<file path="config.mk">
export PLATFORM = sky130hd
export DESIGN_NAME = dmae_engine
export DESIGN_NICKNAME = d
export VERILOG_FILES = /design/src/hw/dmae_pkg.sv /design/src/hw/dmae_trig_sync.sv /design/src/hw/dmae_engine.sv
export SDC_FILE = /design/constraint.sdc
export NUM_CORES = 1
export LEC_CHECK = 0
export CORE_MARGIN = 5
export CORE_UTILIZATION = 59
export DETAILED_ROUTE_END_ITERATION = 16
export DONT_BUFFER_PORTS = 1
export PLACE_DENSITY = 0.75
export SYNTH_ARGS = -nofsm -noshare
export SYNTH_HDL_FRONTEND = slang
export SYNTH_SLANG_ARGS = --single-unit
</file>
<file path="constraint.sdc">
create_clock -name clk -period 4.3 [get_ports clk]
set_input_delay 0.43 -clock clk [delete_from_list [all_inputs] [get_ports clk]]
set_output_delay 0.43 -clock clk [all_outputs]
set_load 0.01 [all_outputs]
</file>
<file path="src/hw/dmae_pkg.sv">
// Package: constants, register map and types for the DMA mode engine
package dmae_pkg;
  localparam int NUM_CH = 3;
  localparam int AW = 16;
  localparam int DW = 16;
  localparam int NUM_TRIG = 8;
  localparam int ADDR_BITS = 4;
  localparam int STEPS_PER_MOVE = 2;
  localparam int BURST_MOVES = 4;
  localparam int BURST_GAP = 2;
  // Register indices per channel, channel base = ch * CH_STRIDE
  localparam logic [3:0] CH_STRIDE = 4'h4;
  localparam logic [1:0] OFF_CTL = 2'h0;
  localparam logic [1:0] OFF_SRC = 2'h1;
  localparam logic [1:0] OFF_DST = 2'h2;
  localparam logic [1:0] OFF_SIZE = 2'h3;
  localparam logic [3:0] OFF_PRIO = 4'hC;
  // Control word fields
  localparam int CTL_MODE_LSB = 0;
  localparam int CTL_SRCSTEP_LSB = 3;
  localparam int CTL_DSTSTEP_LSB = 5;
  localparam int CTL_SOURCE_WIDTH_SELECT = 7;
  localparam int CTL_DEST_WIDTH_SELECT = 8;
  localparam int CTL_LEVEL = 9;
  localparam int CTL_TSEL_LSB = 10;
  localparam int CTL_EN = 13;
  localparam int CTL_DONE = 14;
  localparam logic [DW-1:0] CTL_RESET = 16'h0000;
  localparam logic [5:0] PRIO_RESET = 6'h24;
  localparam logic [1:0] STEP_HOLD = 2'h0;
  localparam logic [1:0] STEP_DEC = 2'h2;
  localparam logic [1:0] STEP_INC = 2'h3;
  localparam logic [2:0] MODE_SINGLE = 3'h0;
  localparam logic [2:0] MODE_BLOCK = 3'h1;
  localparam logic [2:0] MODE_RSINGLE = 3'h4;
  localparam logic [2:0] MODE_RBLOCK = 3'h5;
  typedef enum logic [1:0] {CH_IDLE, CH_ARMED, CH_BLOCK} dmae_ch_e;
  typedef enum logic [2:0] {EN_IDLE, EN_READ, EN_WRITE, EN_GAP} dmae_eng_e;
endpackage : dmae_pkg

</file>
<file path="src/hw/dmae_trig_sync.sv">
// Trigger synchroniser and per-channel trigger qualifier
`timescale 1ns/1ps
module dmae_trig_sync (
  input wire logic clk,
  input wire logic rstn,
  input wire logic [dmae_pkg::NUM_TRIG-1:0] trigIn,
  input wire logic [2:0] trigSel,
  input wire logic levelSel,
  output logic trigEvent,
  output logic trigLevel
);
  logic [dmae_pkg::NUM_TRIG-1:0] meta_reg;
  logic [dmae_pkg::NUM_TRIG-1:0] sync_reg;
  logic last_reg;
  logic selBit;
  assign selBit = sync_reg[trigSel];
  always_ff @(posedge clk or negedge rstn) begin
    if (!rstn) begin
      meta_reg <= '0;
      sync_reg <= '0;
      last_reg <= 1'b1;
    end else begin
      meta_reg <= trigIn;
      sync_reg <= meta_reg;
      last_reg <= selBit;
    end
  end
  // Last starts high, but sync starts low, so a trigger already high at reset still gives an edge after two clocks
  assign trigEvent = !levelSel && selBit && !last_reg;
  assign trigLevel = levelSel && selBit;
endmodule : dmae_trig_sync

</file>
<file path="src/hw/dmae_engine.sv">
// DMA mode engine: channel registers, triggers, arbitration and bus moves
//
// Contract
// - Three channels, each with private address, width and mode settings.
// - Every move holds the bus exactly two clocks, processor stalled.
// - Size counter is sixteen bits, up to 65535 units.
// - Channel priority order is held in a writable register.
// - Each channel selects which trigger input starts it.
// - Each channel picks edge or level triggering.
// - Source and destination stepping chosen per channel, all four combos.
// - After each move addresses step up, down or hold independently.
// - Source and destination each byte or word wide.
// - Word to byte writes only the low eight bits.
// - Byte to word zeroes the upper destination byte.
// - Three-bit mode field picks six modes, independent of addressing.
// - Mode 000: one move per trigger, enable cleared at count end.
// - Mode 001: whole block per trigger, enable cleared at end.
// - Burst codes clear enable at end; repeated burst codes keep it.
// - Mode 100: one move per trigger, enable stays set.
// - Mode 101: whole block per trigger, enable stays set.
// - A size of zero gives no moves even when triggered.
// - Working count decrements; at zero reloads and sets done flag.
// - Burst modes release the bus two clocks every four moves.
// - Edge mode starts on rising edge of the selected trigger.
//
// Our own choices: the address-and-strobe port and the register offsets.
`timescale 1ns/1ps
module dmae_engine (
  input wire logic clk,
  input wire logic rstn,
  input wire logic [dmae_pkg::ADDR_BITS-1:0] regAddr,
  input wire logic [dmae_pkg::DW-1:0] regWdata,
  input wire logic regWr,
  input wire logic regRd,
  output logic [dmae_pkg::DW-1:0] regRdata,
  input wire logic [dmae_pkg::NUM_TRIG-1:0] trigIn,
  output logic busReq,
  output logic cpuHold,
  output logic [dmae_pkg::AW-1:0] memAddr,
  output logic memRd,
  output logic memWr,
  output logic memByte,
  output logic [dmae_pkg::DW-1:0] memWdata,
  input wire logic [dmae_pkg::DW-1:0] memRdata
);
  localparam int N = dmae_pkg::NUM_CH;
  logic [dmae_pkg::DW-1:0] ctl_reg [N];
  logic [dmae_pkg::AW-1:0] srcCfg_reg [N];
  logic [dmae_pkg::AW-1:0] dstCfg_reg [N];
  logic [dmae_pkg::DW-1:0] sizeCfg_reg [N];
  logic [dmae_pkg::AW-1:0] srcWork_reg [N];
  logic [dmae_pkg::AW-1:0] dstWork_reg [N];
  logic [dmae_pkg::DW-1:0] cnt_reg [N];
  dmae_pkg::dmae_ch_e chState_reg [N];
  logic [5:0] prio_reg;
  logic [dmae_pkg::DW-1:0] regRdata_reg;
  dmae_pkg::dmae_eng_e eng_reg;
  logic [1:0] act_reg;
  logic [1:0] burstCnt_reg;
  logic gapCnt_reg;
  logic busReq_reg;
  logic cpuHold_reg;
  logic [dmae_pkg::AW-1:0] memAddr_reg;
  logic memRd_reg;
  logic memWr_reg;
  logic memByte_reg;
  logic [dmae_pkg::DW-1:0] memWdata_reg;
  logic [N-1:0] trigEvent;
  logic [N-1:0] trigLevel;
  logic [N-1:0] ready;
  logic [N-1:0] isBlock;
  logic [N-1:0] isBurst;
  logic [N-1:0] isRepeat;
  logic [N-1:0] chEn;
  logic [N-1:0] wrCh;
  logic wrPrio;
  logic [1:0] regCh;
  logic [1:0] regOff;
  logic [1:0] pick;
  logic pickValid;
  logic lastMove;
  logic [2:0] actMode;
  logic [dmae_pkg::DW-1:0] moveData;
  logic [dmae_pkg::DW-1:0] rdMux;
  logic [dmae_pkg::AW-1:0] srcStepped;
  logic [dmae_pkg::AW-1:0] dstStepped;

  assign regCh = regAddr[3:2];
  assign regOff = regAddr[1:0];
  assign wrPrio = regWr && (regAddr == dmae_pkg::OFF_PRIO);

  genvar g;
  generate
    for (g = 0; g < N; g++) begin : gCh
      logic [2:0] md;
      assign md = ctl_reg[g][dmae_pkg::CTL_MODE_LSB +: 3];
      assign chEn[g] = ctl_reg[g][dmae_pkg::CTL_EN];
      assign wrCh[g] = regWr && (regCh == 2'(g));
      assign isBurst[g] = md[1];
      assign isBlock[g] = (md[1:0] != 2'h0);
      assign isRepeat[g] = md[2];
      dmae_trig_sync uSync (
        .clk(clk),
        .rstn(rstn),
        .trigIn(trigIn),
        .trigSel(ctl_reg[g][dmae_pkg::CTL_TSEL_LSB +: 3]),
        .levelSel(ctl_reg[g][dmae_pkg::CTL_LEVEL]),
        .trigEvent(trigEvent[g]),
        .trigLevel(trigLevel[g])
      );
      // Level mode pauses a block when the trigger drops
      assign ready[g] = chEn[g] && (sizeCfg_reg[g] != '0) &&
        ((chState_reg[g] == dmae_pkg::CH_ARMED) || trigLevel[g] ||
         (chState_reg[g] == dmae_pkg::CH_BLOCK &&
          !ctl_reg[g][dmae_pkg::CTL_LEVEL]));
    end
  endgenerate

  // Priority register holds three 2-bit channel numbers, highest first
  always_comb begin
    pick = 2'h0;
    pickValid = 1'b0;
    for (int i = N - 1; i >= 0; i--) begin
      if ((prio_reg[2*i +: 2] < 2'(N)) && ready[prio_reg[2*i +: 2]]) begin
        pick = prio_reg[2*i +: 2];
        pickValid = 1'b1;
      end
    end
  end

  assign actMode = ctl_reg[act_reg][dmae_pkg::CTL_MODE_LSB +: 3];
  assign lastMove = (cnt_reg[act_reg] == 16'h0001);
  assign moveData = ctl_reg[act_reg][dmae_pkg::CTL_SOURCE_WIDTH_SELECT] ||
    ctl_reg[act_reg][dmae_pkg::CTL_DEST_WIDTH_SELECT] ?
    {8'h00, memRdata[7:0]} : memRdata;

  function automatic logic [dmae_pkg::AW-1:0] stepAddr(
    input logic [dmae_pkg::AW-1:0] a,
    input logic [1:0] sel,
    input logic isByte
  );
    logic [dmae_pkg::AW-1:0] d;
    d = isByte ? 16'h0001 : 16'h0002;
    if (sel == dmae_pkg::STEP_INC) stepAddr = a + d;
    else if (sel == dmae_pkg::STEP_DEC) stepAddr = a - d;
    else stepAddr = a;
  endfunction : stepAddr

  assign srcStepped = stepAddr(srcWork_reg[act_reg],
    ctl_reg[act_reg][dmae_pkg::CTL_SRCSTEP_LSB +: 2],
    ctl_reg[act_reg][dmae_pkg::CTL_SOURCE_WIDTH_SELECT]);
  assign dstStepped = stepAddr(dstWork_reg[act_reg],
    ctl_reg[act_reg][dmae_pkg::CTL_DSTSTEP_LSB +: 2],
    ctl_reg[act_reg][dmae_pkg::CTL_DEST_WIDTH_SELECT]);

  assign rdMux = (regAddr == dmae_pkg::OFF_PRIO) ? {10'h000, prio_reg} :
    (regCh >= 2'(N)) ? 16'h0000 :
    (regOff == dmae_pkg::OFF_CTL) ? ctl_reg[regCh] :
    (regOff == dmae_pkg::OFF_SRC) ? srcCfg_reg[regCh] :
    (regOff == dmae_pkg::OFF_DST) ? dstCfg_reg[regCh] : cnt_reg[regCh];

  always_ff @(posedge clk or negedge rstn) begin
    if (!rstn) regRdata_reg <= '0;
    else if (regRd) regRdata_reg <= rdMux;
    else regRdata_reg <= '0;
  end

  always_ff @(posedge clk or negedge rstn) begin
    if (!rstn) prio_reg <= dmae_pkg::PRIO_RESET;
    else if (wrPrio) prio_reg <= regWdata[5:0];
  end

  // Engine sequencing: read cycle then write cycle per move
  always_ff @(posedge clk or negedge rstn) begin
    if (!rstn) begin
      eng_reg <= dmae_pkg::EN_IDLE;
      act_reg <= 2'h0;
      burstCnt_reg <= 2'h0;
      gapCnt_reg <= 1'b0;
    end else begin
      unique case (eng_reg)
        dmae_pkg::EN_IDLE: begin
          if (pickValid) begin
            act_reg <= pick;
            eng_reg <= dmae_pkg::EN_READ;
          end
        end
        dmae_pkg::EN_READ: begin
          eng_reg <= dmae_pkg::EN_WRITE;
        end
        dmae_pkg::EN_WRITE: begin
          burstCnt_reg <= burstCnt_reg + 2'h1;
          gapCnt_reg <= 1'b0;
          if (isBurst[act_reg] && !lastMove && burstCnt_reg == 2'h3) begin
            eng_reg <= dmae_pkg::EN_GAP;
          end else begin
            eng_reg <= dmae_pkg::EN_IDLE;
          end
          if (lastMove) burstCnt_reg <= 2'h0;
        end
        dmae_pkg::EN_GAP: begin
          gapCnt_reg <= 1'b1;
          if (gapCnt_reg) eng_reg <= dmae_pkg::EN_IDLE;
        end
        default: eng_reg <= dmae_pkg::EN_IDLE;
      endcase
    end
  end

  // Read data is registered at the end of the read cycle for the write cycle
  always_ff @(posedge clk or negedge rstn) begin
    if (!rstn) begin
      busReq_reg <= 1'b0;
      cpuHold_reg <= 1'b0;
      memAddr_reg <= '0;
      memRd_reg <= 1'b0;
      memWr_reg <= 1'b0;
      memByte_reg <= 1'b0;
      memWdata_reg <= '0;
    end else begin
      memRd_reg <= (eng_reg == dmae_pkg::EN_IDLE) && pickValid;
      memWr_reg <= (eng_reg == dmae_pkg::EN_READ);
      busReq_reg <= ((eng_reg == dmae_pkg::EN_IDLE) && pickValid) ||
        (eng_reg == dmae_pkg::EN_READ);
      cpuHold_reg <= ((eng_reg == dmae_pkg::EN_IDLE) && pickValid) ||
        (eng_reg == dmae_pkg::EN_READ);
      if (eng_reg == dmae_pkg::EN_IDLE) begin
        memAddr_reg <= srcWork_reg[pick];
        memByte_reg <= ctl_reg[pick][dmae_pkg::CTL_SOURCE_WIDTH_SELECT];
      end else if (eng_reg == dmae_pkg::EN_READ) begin
        memAddr_reg <= dstWork_reg[act_reg];
        memByte_reg <= ctl_reg[act_reg][dmae_pkg::CTL_DEST_WIDTH_SELECT];
      end
      if (eng_reg == dmae_pkg::EN_READ) begin
        memWdata_reg <= moveData;
      end
    end
  end

  // Per-channel state: configuration writes and hardware updates
  for (g = 0; g < N; g++) begin : gChState
    logic moveDone;
    assign moveDone = (eng_reg == dmae_pkg::EN_WRITE) && (act_reg == 2'(g));
    always_ff @(posedge clk or negedge rstn) begin
      if (!rstn) begin
        ctl_reg[g] <= dmae_pkg::CTL_RESET;
        srcCfg_reg[g] <= '0;
        dstCfg_reg[g] <= '0;
        sizeCfg_reg[g] <= '0;
        srcWork_reg[g] <= '0;
        dstWork_reg[g] <= '0;
        cnt_reg[g] <= '0;
        chState_reg[g] <= dmae_pkg::CH_IDLE;
      end else if (wrCh[g]) begin
        unique case (regOff)
          dmae_pkg::OFF_CTL: begin
            // A finishing move sets done even against a clear
            ctl_reg[g] <= {1'b0, (moveDone && lastMove) ||
              (!regWdata[15] && ctl_reg[g][dmae_pkg::CTL_DONE]), regWdata[13:0]};
            if (!regWdata[dmae_pkg::CTL_EN]) chState_reg[g] <= dmae_pkg::CH_IDLE;
          end
          dmae_pkg::OFF_SRC: begin
            srcCfg_reg[g] <= regWdata;
            srcWork_reg[g] <= regWdata;
          end
          dmae_pkg::OFF_DST: begin
            dstCfg_reg[g] <= regWdata;
            dstWork_reg[g] <= regWdata;
          end
          dmae_pkg::OFF_SIZE: begin
            sizeCfg_reg[g] <= regWdata;
            cnt_reg[g] <= regWdata;
          end
        endcase
      end else if (moveDone) begin
        srcWork_reg[g] <= srcStepped;
        dstWork_reg[g] <= dstStepped;
        cnt_reg[g] <= cnt_reg[g] - 16'h0001;
        chState_reg[g] <= isBlock[g] ? dmae_pkg::CH_BLOCK : dmae_pkg::CH_IDLE;
        if (lastMove) begin
          cnt_reg[g] <= sizeCfg_reg[g];
          srcWork_reg[g] <= srcCfg_reg[g];
          dstWork_reg[g] <= dstCfg_reg[g];
          ctl_reg[g][dmae_pkg::CTL_DONE] <= 1'b1;
          ctl_reg[g][dmae_pkg::CTL_EN] <= isRepeat[g];
          // Repeated burst restarts without a new trigger
          chState_reg[g] <= (isRepeat[g] && isBurst[g]) ? dmae_pkg::CH_BLOCK :
            dmae_pkg::CH_IDLE;
        end
      end else if (chEn[g] && trigEvent[g] && chState_reg[g] == dmae_pkg::CH_IDLE) begin
        // Triggers during a running block are ignored
        chState_reg[g] <= isBlock[g] ? dmae_pkg::CH_BLOCK : dmae_pkg::CH_ARMED;
      end
    end
  end

  assign regRdata = regRdata_reg;
  assign busReq = busReq_reg;
  assign cpuHold = cpuHold_reg;
  assign memAddr = memAddr_reg;
  assign memRd = memRd_reg;
  assign memWr = memWr_reg;
  assign memByte = memByte_reg;
  assign memWdata = memWdata_reg;
endmodule : dmae_engine

</file>
==> impl_metrics.ini <==
[run_status]
outcome = complete, but fails checks
violations = hold timing

[global_routing]
grt_antenna_before_repair = 3
grt_max_degree = 424
grt_pass1_vias = 20600
overflow = 0
track_usage = 0.395
grt_first_pass_wirelength_um = 132000

[worst_setup_path]
rr_startpoint = act_reg[0]$_DFFE_PN0P_
cp-end-kind = flip-flop
cp_slowest_stage_delay_ns = 0.66
cp.required_ns = 4.79
ff2ff_setup_slack_ns = 0.36
cp_slowest_cell = dfrtp_2
crit_chain = buf_4 -> mux2i_1 -> nor2_1 -> a21oi_1 -> inv_1 -> fa_1 -> and4_1 -> a32oi_1 -> a21oi_1 -> xnor2_1 -> nor2_1 -> o31ai_1
startpoint = act_reg[0]$_DFFE_PN0P_
critPathLaunchType = flip-flop
cp_max_fo = 19
worstSetupPathType = reg -> reg
cp.arrival_ns = 4.44

[floorplan]
coreArea_um2 = 38700
start_util = 0.596
io_pins = 101
fp.dieH_um = 208
rows = 72
die_x_um = 208
dieArea_um2 = 43200

[yosys]
synthCells = 2540
syn-cell-area_um2 = 23100
synthArstFlopShare = 1.00
synth_cell_types = 82
syn_area_per_cell_um2 = 9.10
synth_edf_count = 0
ys_seq_area_frac = 0.458
synth_flop_cell = dfrtp_1
ys_warn_count = 0
synth_nets = 2604
synth_seq_cells = 423

[finish]
post-route-util = 0.658
fill_cells = 3176
syn2layout_area_growth_pct = 10.3
final_common_cell = nand2_1
nets = 2578
drive_gt1_frac = 0.108
mostFrequentLayoutCells = nand2_1, dfrtp_1, nor2_1, a21oi_1, o21ai_0

[sta]
hold_viol = 418
tightest_slew_ns = 1.22
fmax_ghz = 0.254
period_minus_slack_ns = 3.94
fin_ws_ns = 0.356
fin_crit_sh = 0.917
skew_ns = 0.0340
fin_tns_setup_ns = 0
maxSlewHeadroom = 0.185
whs_ns = -0.460
rsz0062_at_grt = no
finalMaxSlewViolations = 0
setup_viol = 0

[power]
power.total_mw = 17.1
ir_drop_v = 0.000446
p_leak_nw = 11.0
p_per_area_nw_per_um2 = 670

[place]
place_ws_ns = 0.501
globalplace.congestion = 1.03
hpwl_um = 56700
port_buffers = 0

[clock_network]
cts_tree = done
cts_buffer_depth = 3
cts.sinks = 423
cts_root_buffer = clkbuf_16
postCtsSetupBuffers = 0
numCtsBuffers = 46
cts_resized = 0
clkLatencyLatePin_ns = 0.62
htree_levels = 2
ctsHoldBuffers = 45
path_clk_slew_ns = 0.06

[routing]
ant_nets = 0
drc = 0
dr.pass1.iters = 7
wl_per_cell_um = 28.6
wl_um = 87900
initialDrtViolationCount = 3019
via_per_inst = 7.02
vias = 21600

[hold_path]
hold_path_class = in -> async

[job]
maxCapViolations = 0
[worst paths after layout]
path	depth (start not counted)	endpoint
setup / recovery	12	dstWork_reg[44]$_DFFE_PN0P_
hold / removal	0	memAddr[14]$_DFFE_PN0P_
setup reg to reg	12	dstWork_reg[44]$_DFFE_PN0P_
hold reg to reg	0	gCh[1].uSync.sync_reg[1]$_DFF_PN0_
max in group asynchronous	0	dstCfg_reg[46]$_DFFE_PN0P_
min in group clk	2	srcWork_reg[38]$_DFFE_PN0P_
[cells in the mapped netlist (all sizes together) (22+ instances only)]
master	count	area, um2
a22oi	30	225
o21ai	137	686
xnor2	41	359
nand3	31	155
o31ai	38	285
mux2	85	961
dfrtp	418	10500
buf	55	295
clkbuf	130	488
mux2i	111	1110
a221o	32	329
a31oi	32	200
nand2	497	1870
nor3	31	160
o2bb2ai	22	193
a21oi	183	916
a211oi	81	608
o211ai	35	268
nor4	37	250
nor2	264	993
inv	23	86.3
[metrics by stage]
| stage | instance area, um2 | std cells |
|---|---|---|
| global route | 25500 | 3070 |
| global placement | 23500 | 2939 |
| detailed placement | 23500 | 2939 |
| finish | 25500 | 3075 |
| floorplan | 23100 | 2540 |
| CTS | 25500 | 3069 |
[cells by family (layout without fill, tap and decap cells)]
logic type,count (synthesis),count (layout),synth area share
flip-flops,423,423,0.458
adder cells (fa/ha/maj),17,17,0.0104
buffers and inverters,208,219,0.0376
multiplexers,213,213,0.107
AO/OA/AOI/OAI,657,657,0.186
XOR/XNOR,57,57,0.0216
AND/OR/NAND/NOR,965,965,0.180
other,0,6,0
[routing by layer]
layer,up-vias,part of all wire,track usage
li1,9080,-,-
met1,10400,0.36,0.516
met2,1703,0.43,0.582
met3,411,0.14,0.131
met4,2,0.072,0.223
met5,-,0.00031,0
[area by class of cell]
cell class,count,area (um2),share of cell area
antenna,6,15.0,0.000589
inverter,23,86.3,0.00339
multi-input combinational,1909,11700,0.458
clock inverter,15,150,0.00589
sequential,423,10600,0.416
timing repair buffer,111,958,0.0376
clock buffer,70,1360,0.0534
tap,518,648,0.0254
[where the power goes]
group	internal, mW	total, mW	leakage [nW]	switching, mW
combinational	2.52	6.30	5.05	3.78
clock	2.31	4.02	0.748	1.71
sequential	5.27	6.76	5.20	1.49
[worst max-delay path: cells and delay by family, from the launching register on]
kind	cells	cell delay, ns
compound gates	4	1.36
xor+xnor	1	0.23
buf+inv	2	0.58
simple gates	3	0.33
mux	1	0.23
fa+ha+maj	1	0.42
flops	1	0.66
Note: power is estimated with default switching activity, not from simulation.
